$ cat config.mk
export PLATFORM = sky130hd
export DESIGN_NAME = pmctl_phy_ctrl
export DESIGN_NICKNAME = d
export VERILOG_FILES = /design/src/pmctl_pkg.sv /design/src/pmctl_phy_ctrl.sv /design/src/pmctl_sync2.sv
export SDC_FILE = /design/constraint.sdc
export NUM_CORES = 1
export LEC_CHECK = 0
export BUFFER_PORTS_ARGS = -buffer_cell sky130_fd_sc_hd__buf_2
export CORE_AREA = 2 2 89 91
export DETAILED_ROUTE_END_ITERATION = 16
export DIE_AREA = 0 0 91 93
export GPL_ROUTABILITY_DRIVEN = 0
export PLACE_DENSITY = 0.78
export SYNTH_ARGS = -nofsm -noshare
export SYNTH_HDL_FRONTEND = slang
export SYNTH_SLANG_ARGS = --single-unit
$ cat constraint.sdc
create_clock -name ref_clk -period 4.02 [get_ports ref_clk]
set_input_delay 1.206 -clock ref_clk [delete_from_list [all_inputs] [get_ports ref_clk]]
set_output_delay 1.206 -clock ref_clk [all_outputs]
set_load 0.005 [all_outputs]
$ cat src/pmctl_pkg.sv
// Purpose: Shared constants and types for the PHY basic control register block.
// Assumes: One 100 MHz reference clock; the management frame arrives on sampled pins.
// Notes:   The field positions and reset value are those of management register 0.
package pmctl_pkg;

    // ----------------------------------------------------------------
    // Register map and field layout
    // ----------------------------------------------------------------
    localparam logic [4:0] PMCTL_REG_BASIC_CONTROL = 5'h00;
    localparam logic [15:0] PMCTL_CTRL_RESET = 16'h3100;
    // Bits 6:0 are reserved: stored as zero, read as zero
    localparam logic [15:0] PMCTL_CTRL_WRITE_MASK = 16'hff80;
    localparam int PMCTL_BIT_SOFT_RESET = 15;
    localparam int PMCTL_BIT_LOOPBACK = 14;
    localparam int PMCTL_BIT_RATE_SEL = 13;
    localparam int PMCTL_BIT_ANEG_EN = 12;
    localparam int PMCTL_BIT_POWER_DOWN = 11;
    localparam int PMCTL_BIT_ISOLATE = 10;
    localparam int PMCTL_BIT_ANEG_RESTART = 9;
    localparam int PMCTL_BIT_DUPLEX = 8;
    localparam int PMCTL_BIT_COL_TEST = 7;

    // ----------------------------------------------------------------
    // Management frame layout
    // ----------------------------------------------------------------
    localparam logic [5:0] PMCTL_PREAMBLE_BITS = 6'h20;
    localparam logic [4:0] PMCTL_HDR_BITS = 5'h0c;
    localparam logic [4:0] PMCTL_DATA_BITS = 5'h10;
    localparam logic [1:0] PMCTL_OP_READ = 2'h2;
    localparam logic [1:0] PMCTL_OP_WRITE = 2'h1;

    // ----------------------------------------------------------------
    // Timing
    // ----------------------------------------------------------------
    localparam int PMCTL_CLK_PERIOD_NS = 10;
    localparam int PMCTL_SOFT_RST_TIME_NS = 1000;
    // Least time, so round up
    localparam int PMCTL_SOFT_RST_CYCLES =
        (PMCTL_SOFT_RST_TIME_NS + PMCTL_CLK_PERIOD_NS - 1) / PMCTL_CLK_PERIOD_NS;

    // ----------------------------------------------------------------
    // Types
    // ----------------------------------------------------------------
    typedef enum logic [2:0] {
        ST_PRE = 3'b000,
        ST_START = 3'b001,
        ST_HDR = 3'b010,
        ST_TA = 3'b011,
        ST_DATA = 3'b100
    } pmctl_state_t;

    // Operating mode fields handed to the rest of the PHY
    typedef struct packed {
        logic lineRateSelect;
        logic anegEnable;
        logic anegRestart;
        logic powerDown;
        logic isolate;
        logic duplexFull;
        logic collisionTest;
    } pmctl_mode_t;

endpackage

$ cat src/pmctl_phy_ctrl.sv
// Purpose: PHY basic control register behind the serial management pins,
//          with soft reset, loopback and mode outputs.
// Assumes: mdc at most a few MHz; MAC and line data are on ref_clk.
// Notes:   Only register 0 at this PHY address is answered; others stay silent.
`timescale 1ns/1ps
// Summary of operation
// - Control register resets to 0x3100, read and written over management pins.
// - Reset values give normal operation without any management write.
// - Writing bit 15 restores register defaults and resets internal state machines.
// - Bit 15 clears itself when the soft reset has run its time.
// - Bit 14 set detaches transmit and receive paths from the medium.
// - In loopback, MAC transmit data returns on the MAC receive path.
module pmctl_phy_ctrl
    import pmctl_pkg::*;
#(
    parameter logic [4:0] PHY_ADDR = 5'h00,
    parameter int SOFT_RST_CYCLES = PMCTL_SOFT_RST_CYCLES
) (
    input wire logic ref_clk, // Reference clock, 100 MHz
    input wire logic sys_rst, // Async reset, high
    input wire logic mdc, // Management clock pin
    input wire logic mdioIn, // Management data pin, input side
    output logic mdioOut, // Management data pin, output side
    output logic mdioOe, // Management data drive enable
    input wire logic [3:0] macTxd, // Transmit nibble from MAC
    input wire logic macTxEn, // Transmit enable from MAC
    output logic [3:0] macRxd, // Receive nibble to MAC
    output logic macRxDv, // Receive valid to MAC
    output logic [3:0] lineTxd, // Transmit nibble to medium side
    output logic lineTxEn, // Transmit enable to medium side
    input wire logic [3:0] lineRxd, // Receive nibble from medium side
    input wire logic lineRxDv, // Receive valid from medium side
    output logic phyStateRst, // Soft reset to PHY state machines
    output pmctl_mode_t phyMode // Mode fields of the control register
);
    // ----------------------------------------------------------------
    // Parameter checks
    // ----------------------------------------------------------------
    if (SOFT_RST_CYCLES < 1 || SOFT_RST_CYCLES > 65535) begin : g_bad_rst
        $error("pmctl_phy_ctrl: SOFT_RST_CYCLES out of range");
    end

    localparam logic [15:0] RST_LAST = 16'(SOFT_RST_CYCLES - 1);

    logic mdcS;
    logic mdioS;
    logic mdcD_r;
    logic mdcRise;
    pmctl_state_t state_r;
    logic [5:0] ones_r;
    logic [4:0] bitCnt_r;
    logic [11:0] hdr_r;
    logic [15:0] shift_r;
    logic [15:0] ctrlReg_r;
    logic [15:0] rstCnt_r;
    logic [15:0] wrData_r;
    logic wrStb_r;
    logic addrHit;
    logic rdHit;
    logic wrHit;
    logic [15:0] rdValue;

    // ----------------------------------------------------------------
    // Pin synchronisers
    // ----------------------------------------------------------------
    pmctl_sync2 #(
        .WIDTH(2)
    ) u_sync (
        .ref_clk(ref_clk),
        .sys_rst(sys_rst),
        .din({mdc, mdioIn}),
        .dout({mdcS, mdioS})
    );

    // Rising edge of the synchronised management clock
    always_ff @(posedge ref_clk or posedge sys_rst) begin
        if (sys_rst) begin
            mdcD_r <= 1'b0;
        end else begin
            mdcD_r <= mdcS;
        end
    end
    assign mdcRise = mdcS & ~mdcD_r;

    // ----------------------------------------------------------------
    // Frame decode
    // ----------------------------------------------------------------
    // Header is opcode, PHY address, register address
    assign addrHit = (hdr_r[9:5] == PHY_ADDR) && (hdr_r[4:0] == PMCTL_REG_BASIC_CONTROL);
    assign rdHit = addrHit && (hdr_r[11:10] == PMCTL_OP_READ);
    assign wrHit = addrHit && (hdr_r[11:10] == PMCTL_OP_WRITE);
    // Reserved bits are never stored, so they read as zero
    assign rdValue = ctrlReg_r & PMCTL_CTRL_WRITE_MASK;

    // Serial frame engine; stepped only on mdc rising edges
    // serial read and write
    always_ff @(posedge ref_clk or posedge sys_rst) begin
        if (sys_rst) begin
            state_r <= ST_PRE;
            ones_r <= '0;
            bitCnt_r <= '0;
            hdr_r <= '0;
            shift_r <= '0;
            mdioOut <= 1'b0;
            mdioOe <= 1'b0;
            wrStb_r <= 1'b0;
            wrData_r <= '0;
        end else begin
            wrStb_r <= 1'b0;
            if (mdcRise) begin
                case (state_r)
                    ST_PRE: begin
                        if (mdioS) begin
                            if (ones_r != PMCTL_PREAMBLE_BITS) begin
                                ones_r <= ones_r + 6'h01;
                            end
                        end else begin
                            // A zero after a full preamble is the first start bit
                            if (ones_r == PMCTL_PREAMBLE_BITS) begin
                                state_r <= ST_START;
                            end
                            ones_r <= '0;
                        end
                    end
                    ST_START: begin
                        bitCnt_r <= '0;
                        state_r <= mdioS ? ST_HDR : ST_PRE;
                    end
                    ST_HDR: begin
                        hdr_r <= {hdr_r[10:0], mdioS};
                        bitCnt_r <= bitCnt_r + 5'h01;
                        if (bitCnt_r == PMCTL_HDR_BITS - 5'h01) begin
                            bitCnt_r <= '0;
                            state_r <= ST_TA;
                        end
                    end
                    ST_TA: begin
                        bitCnt_r <= bitCnt_r + 5'h01;
                        if (bitCnt_r == 5'h00) begin
                            // Drive the zero of the turnaround
                            if (rdHit) begin
                                mdioOe <= 1'b1;
                                mdioOut <= 1'b0;
                            end
                        end else begin
                            bitCnt_r <= '0;
                            state_r <= ST_DATA;
                            if (rdHit) begin
                                mdioOut <= rdValue[15];
                                shift_r <= {rdValue[14:0], 1'b0};
                            end
                        end
                    end
                    ST_DATA: begin
                        bitCnt_r <= bitCnt_r + 5'h01;
                        if (rdHit) begin
                            mdioOut <= shift_r[15];
                            shift_r <= {shift_r[14:0], 1'b0};
                        end else begin
                            shift_r <= {shift_r[14:0], mdioS};
                        end
                        if (bitCnt_r == PMCTL_DATA_BITS - 5'h01) begin
                            state_r <= ST_PRE;
                            ones_r <= '0;
                            mdioOe <= 1'b0;
                            mdioOut <= 1'b0;
                            if (wrHit) begin
                                wrStb_r <= 1'b1;
                                wrData_r <= {shift_r[14:0], mdioS};
                            end
                        end
                    end
                    default: begin
                        state_r <= ST_PRE;
                        ones_r <= '0;
                        mdioOe <= 1'b0;
                    end
                endcase
            end
        end
    end

    // ----------------------------------------------------------------
    // Control register and soft reset
    // ----------------------------------------------------------------
    // reset and write
    // soft reset sequence
    // A new bit-15 write during soft reset restarts the count: set beats clear
    always_ff @(posedge ref_clk or posedge sys_rst) begin
        if (sys_rst) begin
            ctrlReg_r <= PMCTL_CTRL_RESET;
            rstCnt_r <= '0;
        end else if (wrStb_r && wrData_r[PMCTL_BIT_SOFT_RESET]) begin
            ctrlReg_r <= PMCTL_CTRL_RESET | 16'h8000;
            rstCnt_r <= '0;
        end else if (ctrlReg_r[PMCTL_BIT_SOFT_RESET]) begin
            // Other writes are dropped while the reset runs
            rstCnt_r <= rstCnt_r + 16'h0001;
            if (rstCnt_r == RST_LAST) begin
                ctrlReg_r[PMCTL_BIT_SOFT_RESET] <= 1'b0;
                rstCnt_r <= '0;
            end
        end else if (wrStb_r) begin
            ctrlReg_r <= wrData_r & PMCTL_CTRL_WRITE_MASK;
        end
    end

    assign phyStateRst = ctrlReg_r[PMCTL_BIT_SOFT_RESET];
    assign phyMode.lineRateSelect = ctrlReg_r[PMCTL_BIT_RATE_SEL];
    assign phyMode.anegEnable = ctrlReg_r[PMCTL_BIT_ANEG_EN];
    assign phyMode.anegRestart = ctrlReg_r[PMCTL_BIT_ANEG_RESTART];
    assign phyMode.powerDown = ctrlReg_r[PMCTL_BIT_POWER_DOWN];
    assign phyMode.isolate = ctrlReg_r[PMCTL_BIT_ISOLATE];
    assign phyMode.duplexFull = ctrlReg_r[PMCTL_BIT_DUPLEX];
    assign phyMode.collisionTest = ctrlReg_r[PMCTL_BIT_COL_TEST];

    // ----------------------------------------------------------------
    // Data path steering
    // ----------------------------------------------------------------
    // loopback steering
    // Loopback takes priority over isolate so a self test works while isolated
    always_ff @(posedge ref_clk or posedge sys_rst) begin
        if (sys_rst) begin
            lineTxd <= '0;
            lineTxEn <= 1'b0;
            macRxd <= '0;
            macRxDv <= 1'b0;
        end else if (phyStateRst || ctrlReg_r[PMCTL_BIT_POWER_DOWN]) begin
            lineTxd <= '0;
            lineTxEn <= 1'b0;
            macRxd <= '0;
            macRxDv <= 1'b0;
        end else if (ctrlReg_r[PMCTL_BIT_LOOPBACK]) begin
            lineTxd <= '0;
            lineTxEn <= 1'b0;
            macRxd <= macTxd;
            macRxDv <= macTxEn;
        end else if (ctrlReg_r[PMCTL_BIT_ISOLATE]) begin
            lineTxd <= '0;
            lineTxEn <= 1'b0;
            macRxd <= '0;
            macRxDv <= 1'b0;
        end else begin
            lineTxd <= macTxd;
            lineTxEn <= macTxEn;
            macRxd <= lineRxd;
            macRxDv <= lineRxDv;
        end
    end

    // ----------------------------------------------------------------
    // Checks
    // ----------------------------------------------------------------
    a_reset_value: assert property (
        @(posedge ref_clk) disable iff (sys_rst)
        $past(sys_rst) |-> ctrlReg_r == PMCTL_CTRL_RESET)
        else $error("control register not at reset value");

    a_write_lands: assert property (
        @(posedge ref_clk) disable iff (sys_rst)
        wrStb_r && !wrData_r[15] && !ctrlReg_r[15]
        |=> ctrlReg_r == ($past(wrData_r) & PMCTL_CTRL_WRITE_MASK))
        else $error("management write not stored");

    a_normal_default: assert property (
        @(posedge ref_clk) disable iff (sys_rst)
        $past(sys_rst) |-> !phyMode.powerDown && !phyMode.isolate
            && !ctrlReg_r[PMCTL_BIT_LOOPBACK] && phyMode.anegEnable)
        else $error("reset defaults not in normal operation");

    a_soft_defaults: assert property (
        @(posedge ref_clk) disable iff (sys_rst)
        wrStb_r && wrData_r[15] |=> (phyStateRst
            && ctrlReg_r == (PMCTL_CTRL_RESET | 16'h8000)) ##1 (!macRxDv && !lineTxEn))
        else $error("soft reset did not restore defaults");

    a_soft_selfclear: assert property (
        @(posedge ref_clk) disable iff (sys_rst)
        phyStateRst && rstCnt_r == RST_LAST && !wrStb_r |=> !phyStateRst && rdValue[15] == 1'b0)
        else $error("soft reset bit did not clear");

    a_soft_bounded: assert property (
        @(posedge ref_clk) disable iff (sys_rst)
        phyStateRst |-> rstCnt_r <= RST_LAST)
        else $error("soft reset ran past its time");

    a_loop_detach: assert property (
        @(posedge ref_clk) disable iff (sys_rst)
        ctrlReg_r[PMCTL_BIT_LOOPBACK] && $stable(ctrlReg_r) |=> !lineTxEn && lineTxd == 4'h0)
        else $error("medium driven during loopback");

    a_loop_return: assert property (
        @(posedge ref_clk) disable iff (sys_rst)
        ctrlReg_r[PMCTL_BIT_LOOPBACK] && !ctrlReg_r[15] && !ctrlReg_r[11]
        |=> macRxDv == $past(macTxEn) && macRxd == $past(macTxd))
        else $error("loopback data not returned to MAC");

    a_rate_select: assert property (
        @(posedge ref_clk) disable iff (sys_rst)
        wrStb_r && !wrData_r[15] && !ctrlReg_r[15]
        |=> phyMode.lineRateSelect == $past(wrData_r[13]))
        else $error("rate select not following register");
endmodule

$ cat src/pmctl_sync2.sv
// Purpose: Two-stage synchroniser for pin inputs.
// Assumes: Inputs are slow against the reference clock.
// Notes:   The first stage feeds only the second stage.
`timescale 1ns/1ps
module pmctl_sync2 #(
    parameter int WIDTH = 1
) (
    input wire logic ref_clk, // Reference clock
    input wire logic sys_rst, // Async reset, high
    input wire logic [WIDTH-1:0] din, // Asynchronous input
    output logic [WIDTH-1:0] dout // Synchronised output
);
    logic [WIDTH-1:0] meta_r;

    // Width must be meaningful
    if (WIDTH < 1) begin : g_bad_width
        $error("pmctl_sync2: WIDTH must be at least 1");
    end

    // Two flops in a row, nothing taps the first
    always_ff @(posedge ref_clk or posedge sys_rst) begin
        if (sys_rst) begin
            meta_r <= '0;
            dout <= '0;
        end else begin
            meta_r <= din;
            dout <= meta_r;
        end
    end
endmodule

Yosys cells after proc, flatten, opt, wreduce, memory -nomap -nowiden
Index checks and enable logic that the tools add are counted.
{ "word_totals": {"ff_bits": 108, "latchBits": 0, "mem_bits_rw": 0, "rom_bits": 0, "in_bits": 14, "memories": 0} }
{ "op_classes": {"n_addsub": 3, "mul": 0, "div_mod_pow": 0, "order_cmp": 0, "eq_ne": 21, "shift": 0, "muxes": 52, "bitwise": 4, "reduce_logical": 24} }
{ "op_table": {"columns": ["cell", "count"], "rows": [
  ["16-bit two-way mux", 7],
  ["16-bit one-hot mux with 2 select lines", 1],
  ["4-bit two-way mux", 6],
  ["1-bit two-way mux", 21],
  ["5-bit one-hot mux with 4 select lines", 1],
  ["6-bit two-way mux", 3],
  ["6-bit one-hot mux with 3 select lines", 1],
  ["16-bit by 1-bit adder with 16-bit output, second input constant", 1],
  ["16-bit by 7-bit equality test with 1-bit output, second input constant", 1],
  ["4-bit AND reduction", 4],
  ["5-bit zero test", 3],
  ["15-bit two-way mux", 1],
  ["3-bit two-way mux", 5],
  ["3-bit one-hot mux with 5 select lines", 1],
  ["2-bit inequality test, second input constant", 7],
  ["5-bit by 4-bit equality test with 1-bit output, second input constant", 2],
  ["5-bit two-way mux", 2],
  ["6-bit by 1-bit adder with 6-bit output, second input constant", 1],
  ["3-bit by 2-bit equality test with 1-bit output, second input constant", 2],
  ["6-bit equality test, second input constant", 1],
  ["3-bit inequality test, second input constant", 2],
  ["6-bit inequality test, second input constant", 1],
  ["2-bit AND reduction", 3],
  ["6-bit AND reduction", 1],
  ["18 further kinds", 26]
]} }

Logic depth before layout (Yosys ltp)
{ "logic_depth": {"ltp_word": 7, "ltp_mapped": 7, "ltp_nobuf": 7} }

By module
Synthesis repeated with hierarchy kept, for this count alone.
{ "hier_totals": {"cells_unflattened": 399, "area_unflattened_um2": 4329.2} }
{ "modules_own_cells": {"columns": ["module", "instances", "cells_each", "area_each_um2", "seq_area_each_um2"], "rows": [
  ["pmctl_phy_ctrl", 1, 394, 4225.3, 2255.9],
  ["pmctl_sync2", 1, 5, 103.8, 100.1]
]} }

Worst setup path after synthesis
OpenSTA, ideal clock, no wires.
{ "synth_path": {"path_kind": "reg2reg", "from": "register hdr_r[6]", "to": "register mdioOut", "setup_ns": 0.128, "t_arrival_ns": 1.817, "slack_ns": 2.076, "stages_incl_launch_ff": 6, "period_less_slack_ns": 1.944, "cell_sequence": "dfrtp_1 > or4_4 > nor4_4 > a21oi_1 > a21oi_1 > mux2_1"} }
{ "synth_via": {"elab_chain_len": 5, "elab_cells_between_ends": 6, "classes_between": "eq/ne (2); reduce/logical (4)"} }
{ "synth_rtl": {"columns": ["item", "line_no", "rtl"], "rows": [
  ["from (decl)", "pmctl_phy_ctrl.sv:52", "logic [11:0] hdr_r;"],
  ["from (signal assigned)", "pmctl_phy_ctrl.sv:130", "hdr_r <= {hdr_r[10:0], mdioS};"],
  ["5-bit zero test *", "pmctl_phy_ctrl.sv:89", "assign addrHit = (hdr_r[9:5] == PHY_ADDR) && (hdr_r[4:0] == PMCTL_REG_BASIC_CONTROL);"],
  ["1-bit logical AND *", "pmctl_phy_ctrl.sv:89", null],
  ["1-bit logical AND *", "pmctl_phy_ctrl.sv:90", "assign rdHit = addrHit && (hdr_r[11:10] == PMCTL_OP_READ);"],
  ["3-bit inequality test (no line) / 2-bit inequality test (equally long branches)", null, null],
  ["4-bit AND reduction (no line) *", null, null],
  ["to (signal assigned)", "pmctl_phy_ctrl.sv:149", "mdioOut <= rdValue[15];"],
  ["to (signal assigned)", "pmctl_phy_ctrl.sv:157", "mdioOut <= shift_r[15];"],
  ["to (decl)", "pmctl_phy_ctrl.sv:23", "output logic mdioOut,"]
]} }
Every way passes the cells marked *; elsewhere a longest branch is shown, timed or not.
A chain may end at the register's enable or synchronous reset.

Worst setup path in the final report
{ "layout_path": {"from": "register rstCnt_r[0]", "to": "register rstCnt_r[12]"} }
{ "layout_via": {"elab_chain_len": 4, "elab_cells_between_ends": 5, "classes_between": "add/sub (1); eq/ne (1); mux (3)"} }
{ "layout_rtl": {"columns": ["item", "line_no", "rtl"], "rows": [
  ["from (decl)", "pmctl_phy_ctrl.sv:55", "logic [15:0] rstCnt_r;"],
  ["from (signal assigned)", "pmctl_phy_ctrl.sv:198", "rstCnt_r <= rstCnt_r + 16'h0001;"],
  ["16-bit by 1-bit adder with 16-bit output / 16-bit by 7-bit equality test with 1-bit output (equally long branches)", "pmctl_phy_ctrl.sv:198, pmctl_phy_ctrl.sv:199", null],
  ["16-bit two-way mux *", "pmctl_phy_ctrl.sv:199", "if (rstCnt_r == RST_LAST) begin"],
  ["16-bit two-way mux *", "pmctl_phy_ctrl.sv:196", "end else if (ctrlReg_r[PMCTL_BIT_SOFT_RESET]) begin"],
  ["16-bit two-way mux *", "pmctl_phy_ctrl.sv:193", "end else if (wrStb_r && wrData_r[PMCTL_BIT_SOFT_RESET]) begin"]
]} }
Every way passes the cells marked *; elsewhere a longest branch is shown, timed or not. The select of a mux whose other input is x is not followed.

==> results.py <==
metrics = {
    "run_status": {
        "status": "complete, no violations",
    },
    "clock_network": {
        "cts_max_path_buffers": 2,
        "cts_resized": 0,
        "htreeDepth": 3,
        "clock_latency_ns": 0.36,
        "hold_buffers": 0,
        "post-cts-setup-buffers": 0,
        "numCtsBuffers": 9,
        "clk_pin_slew_ns": 0.10,
        "tritoncts": "built",
        "clock-sinks": 94,
        "root_buffer": "clkbuf_8",
    },
    "yosys": {
        "netlist_top_cells_count": "dfrtp_1 (91), nand2_1 (48), nor2_1 (29), nand3_1 (22), mux2_2 (21)",
        "synth_area_leaders": "dfrtp_1 (52%), mux2_2 (5.4%), nand2_1 (4.1%)",
        "synth_seq_cells": 94,
        "syn_area_per_cell_um2": 10.7,
        "netlist_area_mm2": 0.00437,
        "syn_inst": 410,
        "seq_area_frac_synth": 0.539,
        "yosysWarningCount": 0,
        "synthFlopType": "dfrtp_1",
        "synthArstFlopShare": 1.00,
        "synth.distinct_cells": 64,
        "synth_area_leader_cell": "dfrtp_1",
        "synth_edf_count": 0,
        "synth_top_area_share": 0.521,
        "synth_fp_nets": 430,
        "synthMostInstantiatedCell": "dfrtp_1",
    },
    "worst_setup_path": {
        "worst_setup_path_end_kind": "register",
        "regToRegSetupSlack_ns": 1.63,
        "reg2reg_depth": 6,
        "path_cells": "ha_1 -> nor3b_1 -> a41o_1 -> a21oi_2 -> a41oi_1 -> a31oi_1",
        "crit_path_end": "rstCnt_r[12]$_DFFE_PP0P_",
        "path_delay_family": "compound AO/OA/AOI/OAI gates",
        "cp_slowest_cell": "a21oi_2",
        "cp.arrival_ns": 2.68,
        "critPathKind": "register to register",
        "critPathLaunch": "rstCnt_r[0]$_DFFE_PP0P_",
        "worstReg2RegEnd": "rstCnt_r[12]$_DFFE_PP0P_",
        "crit_buf_inv": 0,
        "r2r_start": "rstCnt_r[0]$_DFFE_PP0P_",
        "cpPeakStageDelay_ns": 0.75,
        "crit_path_start_kind": "register",
        "cp.depth": 6,
        "critPathRequiredTime_ns": 4.31,
        "cp_max_fo": 26,
    },
    "global_routing": {
        "grt_start_max_net_pins": 54,
        "grt_pass1_wl_mm": 14.4,
        "grt_usage": 0.211,
        "antenna_found_initial": 0,
        "grt_pass1_vias": 3015,
        "gr-total-overflow": 0,
    },
    "timing": {
        "clock_skew_ns": 0.0148,
        "slew_headroom": 0.319,
        "fin_crit_ns": 2.39,
        "slew_violations": 0,
        "tightest_slew_ns": 1.02,
        "setup_tns_ns": 0,
        "fmax_ghz": 0.418,
        "period_share": 0.596,
        "holdWs_ns": 0.355,
        "grt_setup_unrepaired": "no",
        "setup_viol": 0,
        "hold_viol_final": 0,
    },
    "hold_path": {
        "hp-class": "register to register",
    },
    "power": {
        "p_total_mw": 1.68,
        "powerDensity_mw_per_mm2": 353,
        "ir_drop_v": 0.000175,
        "p_leak_nw": 2.24,
    },
    "drt": {
        "route.detailed.drc": 0,
        "via_count": 3155,
        "routed_wl_mm": 8.26,
        "detail_route.vias_per_cell": 5.84,
        "drt_iter0_markers": 175,
        "ant_nets": 0,
        "drt-pass1-iter-count": 4,
        "routedWlPerCell_um": 15.3,
    },
    "finish": {
        "fin_util": 0.632,
        "syn_to_final_growth_pct": 8.97,
        "antenna_cells": 0,
        "fin_nets": 453,
        "drive_above_1_share": 0.208,
        "fillers": 649,
    },
    "floorplan": {
        "die_h_um": 93,
        "die_w_um": 91,
        "die_area_mm2": 0.00846,
        "fp-row-count": 32,
        "start_util": 0.580,
        "core_area_mm2": 0.00753,
        "ioPinCount": 34,
    },
    "job": {
        "maxCapViolCount": 0,
    },
    "place": {
        "io_buffer_count": 33,
        "hpwl_mm": 5.59,
    },
}
layout by cell type (no fill, tap or decap), drive strengths merged, types with 10 or more instances in the layout:
cell    instances
o21ai          14
nand2b         10
nand2          49
clkbuf         10
buf            34
a21oi          20
inv            12
a31oi          17
mux2           22
nor2           30
nand3          23
dfrtp          91
routing by layer:
layer  vias to the layer above  track usage  wire length (um)
met5                         -            0                 0
met4                         0       0.0795               110
met3                        11       0.0314               296
met2                        57        0.343              3950
met1                      1565        0.292              3900
li1                       1522            -                 -
flip-flops by register name, indices dropped and copies added (netlist names):
name and count:
bitCnt_r 5, ctrlReg_r 9, hdr_r 12, lineTxEn 1, lineTxd 4, macRxDv 1, macRxd 4, mdcD_r 1
mdioOe 1, mdioOut 1, ones_r 6, rstCnt_r 16, shift_r 16, state_r 3, u_sync.dout 2, u_sync.meta_r 2
wrData_r 9, wrStb_r 1
worst reg2reg max path, cell delays in order, from the launching register on:
cell and delay [ns]:
dfrtp_1 0.43, ha_1 0.27, nor3b_1 0.16, a41o_1 0.25
a21oi_2 0.75, a41oi_1 0.26, a31oi_1 0.21
worst min path at each step:
stage | startpoint | endpoint | slack [ns] | cells past startpoint
3_3_place_gp | u_sync.meta_r[0]$_DFF_PP0_ | u_sync.dout[0]$_DFF_PP0_ | 0.33 | 0
5_1_grt | u_sync.meta_r[1]$_DFF_PP0_ | u_sync.dout[1]$_DFF_PP0_ | 0.38 | 0
3_5_place_dp | u_sync.meta_r[0]$_DFF_PP0_ | u_sync.dout[0]$_DFF_PP0_ | 0.34 | 0
4_1_cts | u_sync.meta_r[0]$_DFF_PP0_ | u_sync.dout[0]$_DFF_PP0_ | 0.36 | 0
2_1_floorplan | u_sync.meta_r[0]$_DFF_PP0_ | u_sync.dout[0]$_DFF_PP0_ | 0.33 | 0
6_report | u_sync.meta_r[0]$_DFF_PP0_ | u_sync.dout[0]$_DFF_PP0_ | 0.35 | 0
stage by stage:
step	std cells	setup WS [ns]	area, um2
4_1_cts	540	1.64	4760
3_3_place_gp	524	1.78	4550
6_report	540	1.63	4760
5_1_grt	540	1.35	4760
2_1_floorplan	410	0.370	4370
3_5_place_dp	524	1.64	4550
power breakdown:
part	internal, mW	total [mW]	switching [mW]	leakage, nW
Combinational	0.0237	0.0622	0.0385	0.874
Clock	0.308	0.648	0.340	0.0993
Sequential	0.959	0.970	0.0113	1.27
cells by family after synthesis:
group / synth area share
muxes: 0.0590
AOI/OAI and AO/OA: 0.163
DFF: 0.539
xor gates and xnor gates: 0.00602
buffers and inverters: 0.0387
adders and majority gates: 0.0172
and+or+nand+nor: 0.177
cell type report:
class	instances	area, um2	area share
well taps	102	128	0.0268
clock inverters	6	67.6	0.0142
inverters	11	42.5	0.00894
multi-input cells	283	1840	0.387
clock buffers	10	138	0.0289
repair buffers	34	185	0.0389
flip-flops and latches	94	2360	0.495
Power figures use the tool's default switching activity.
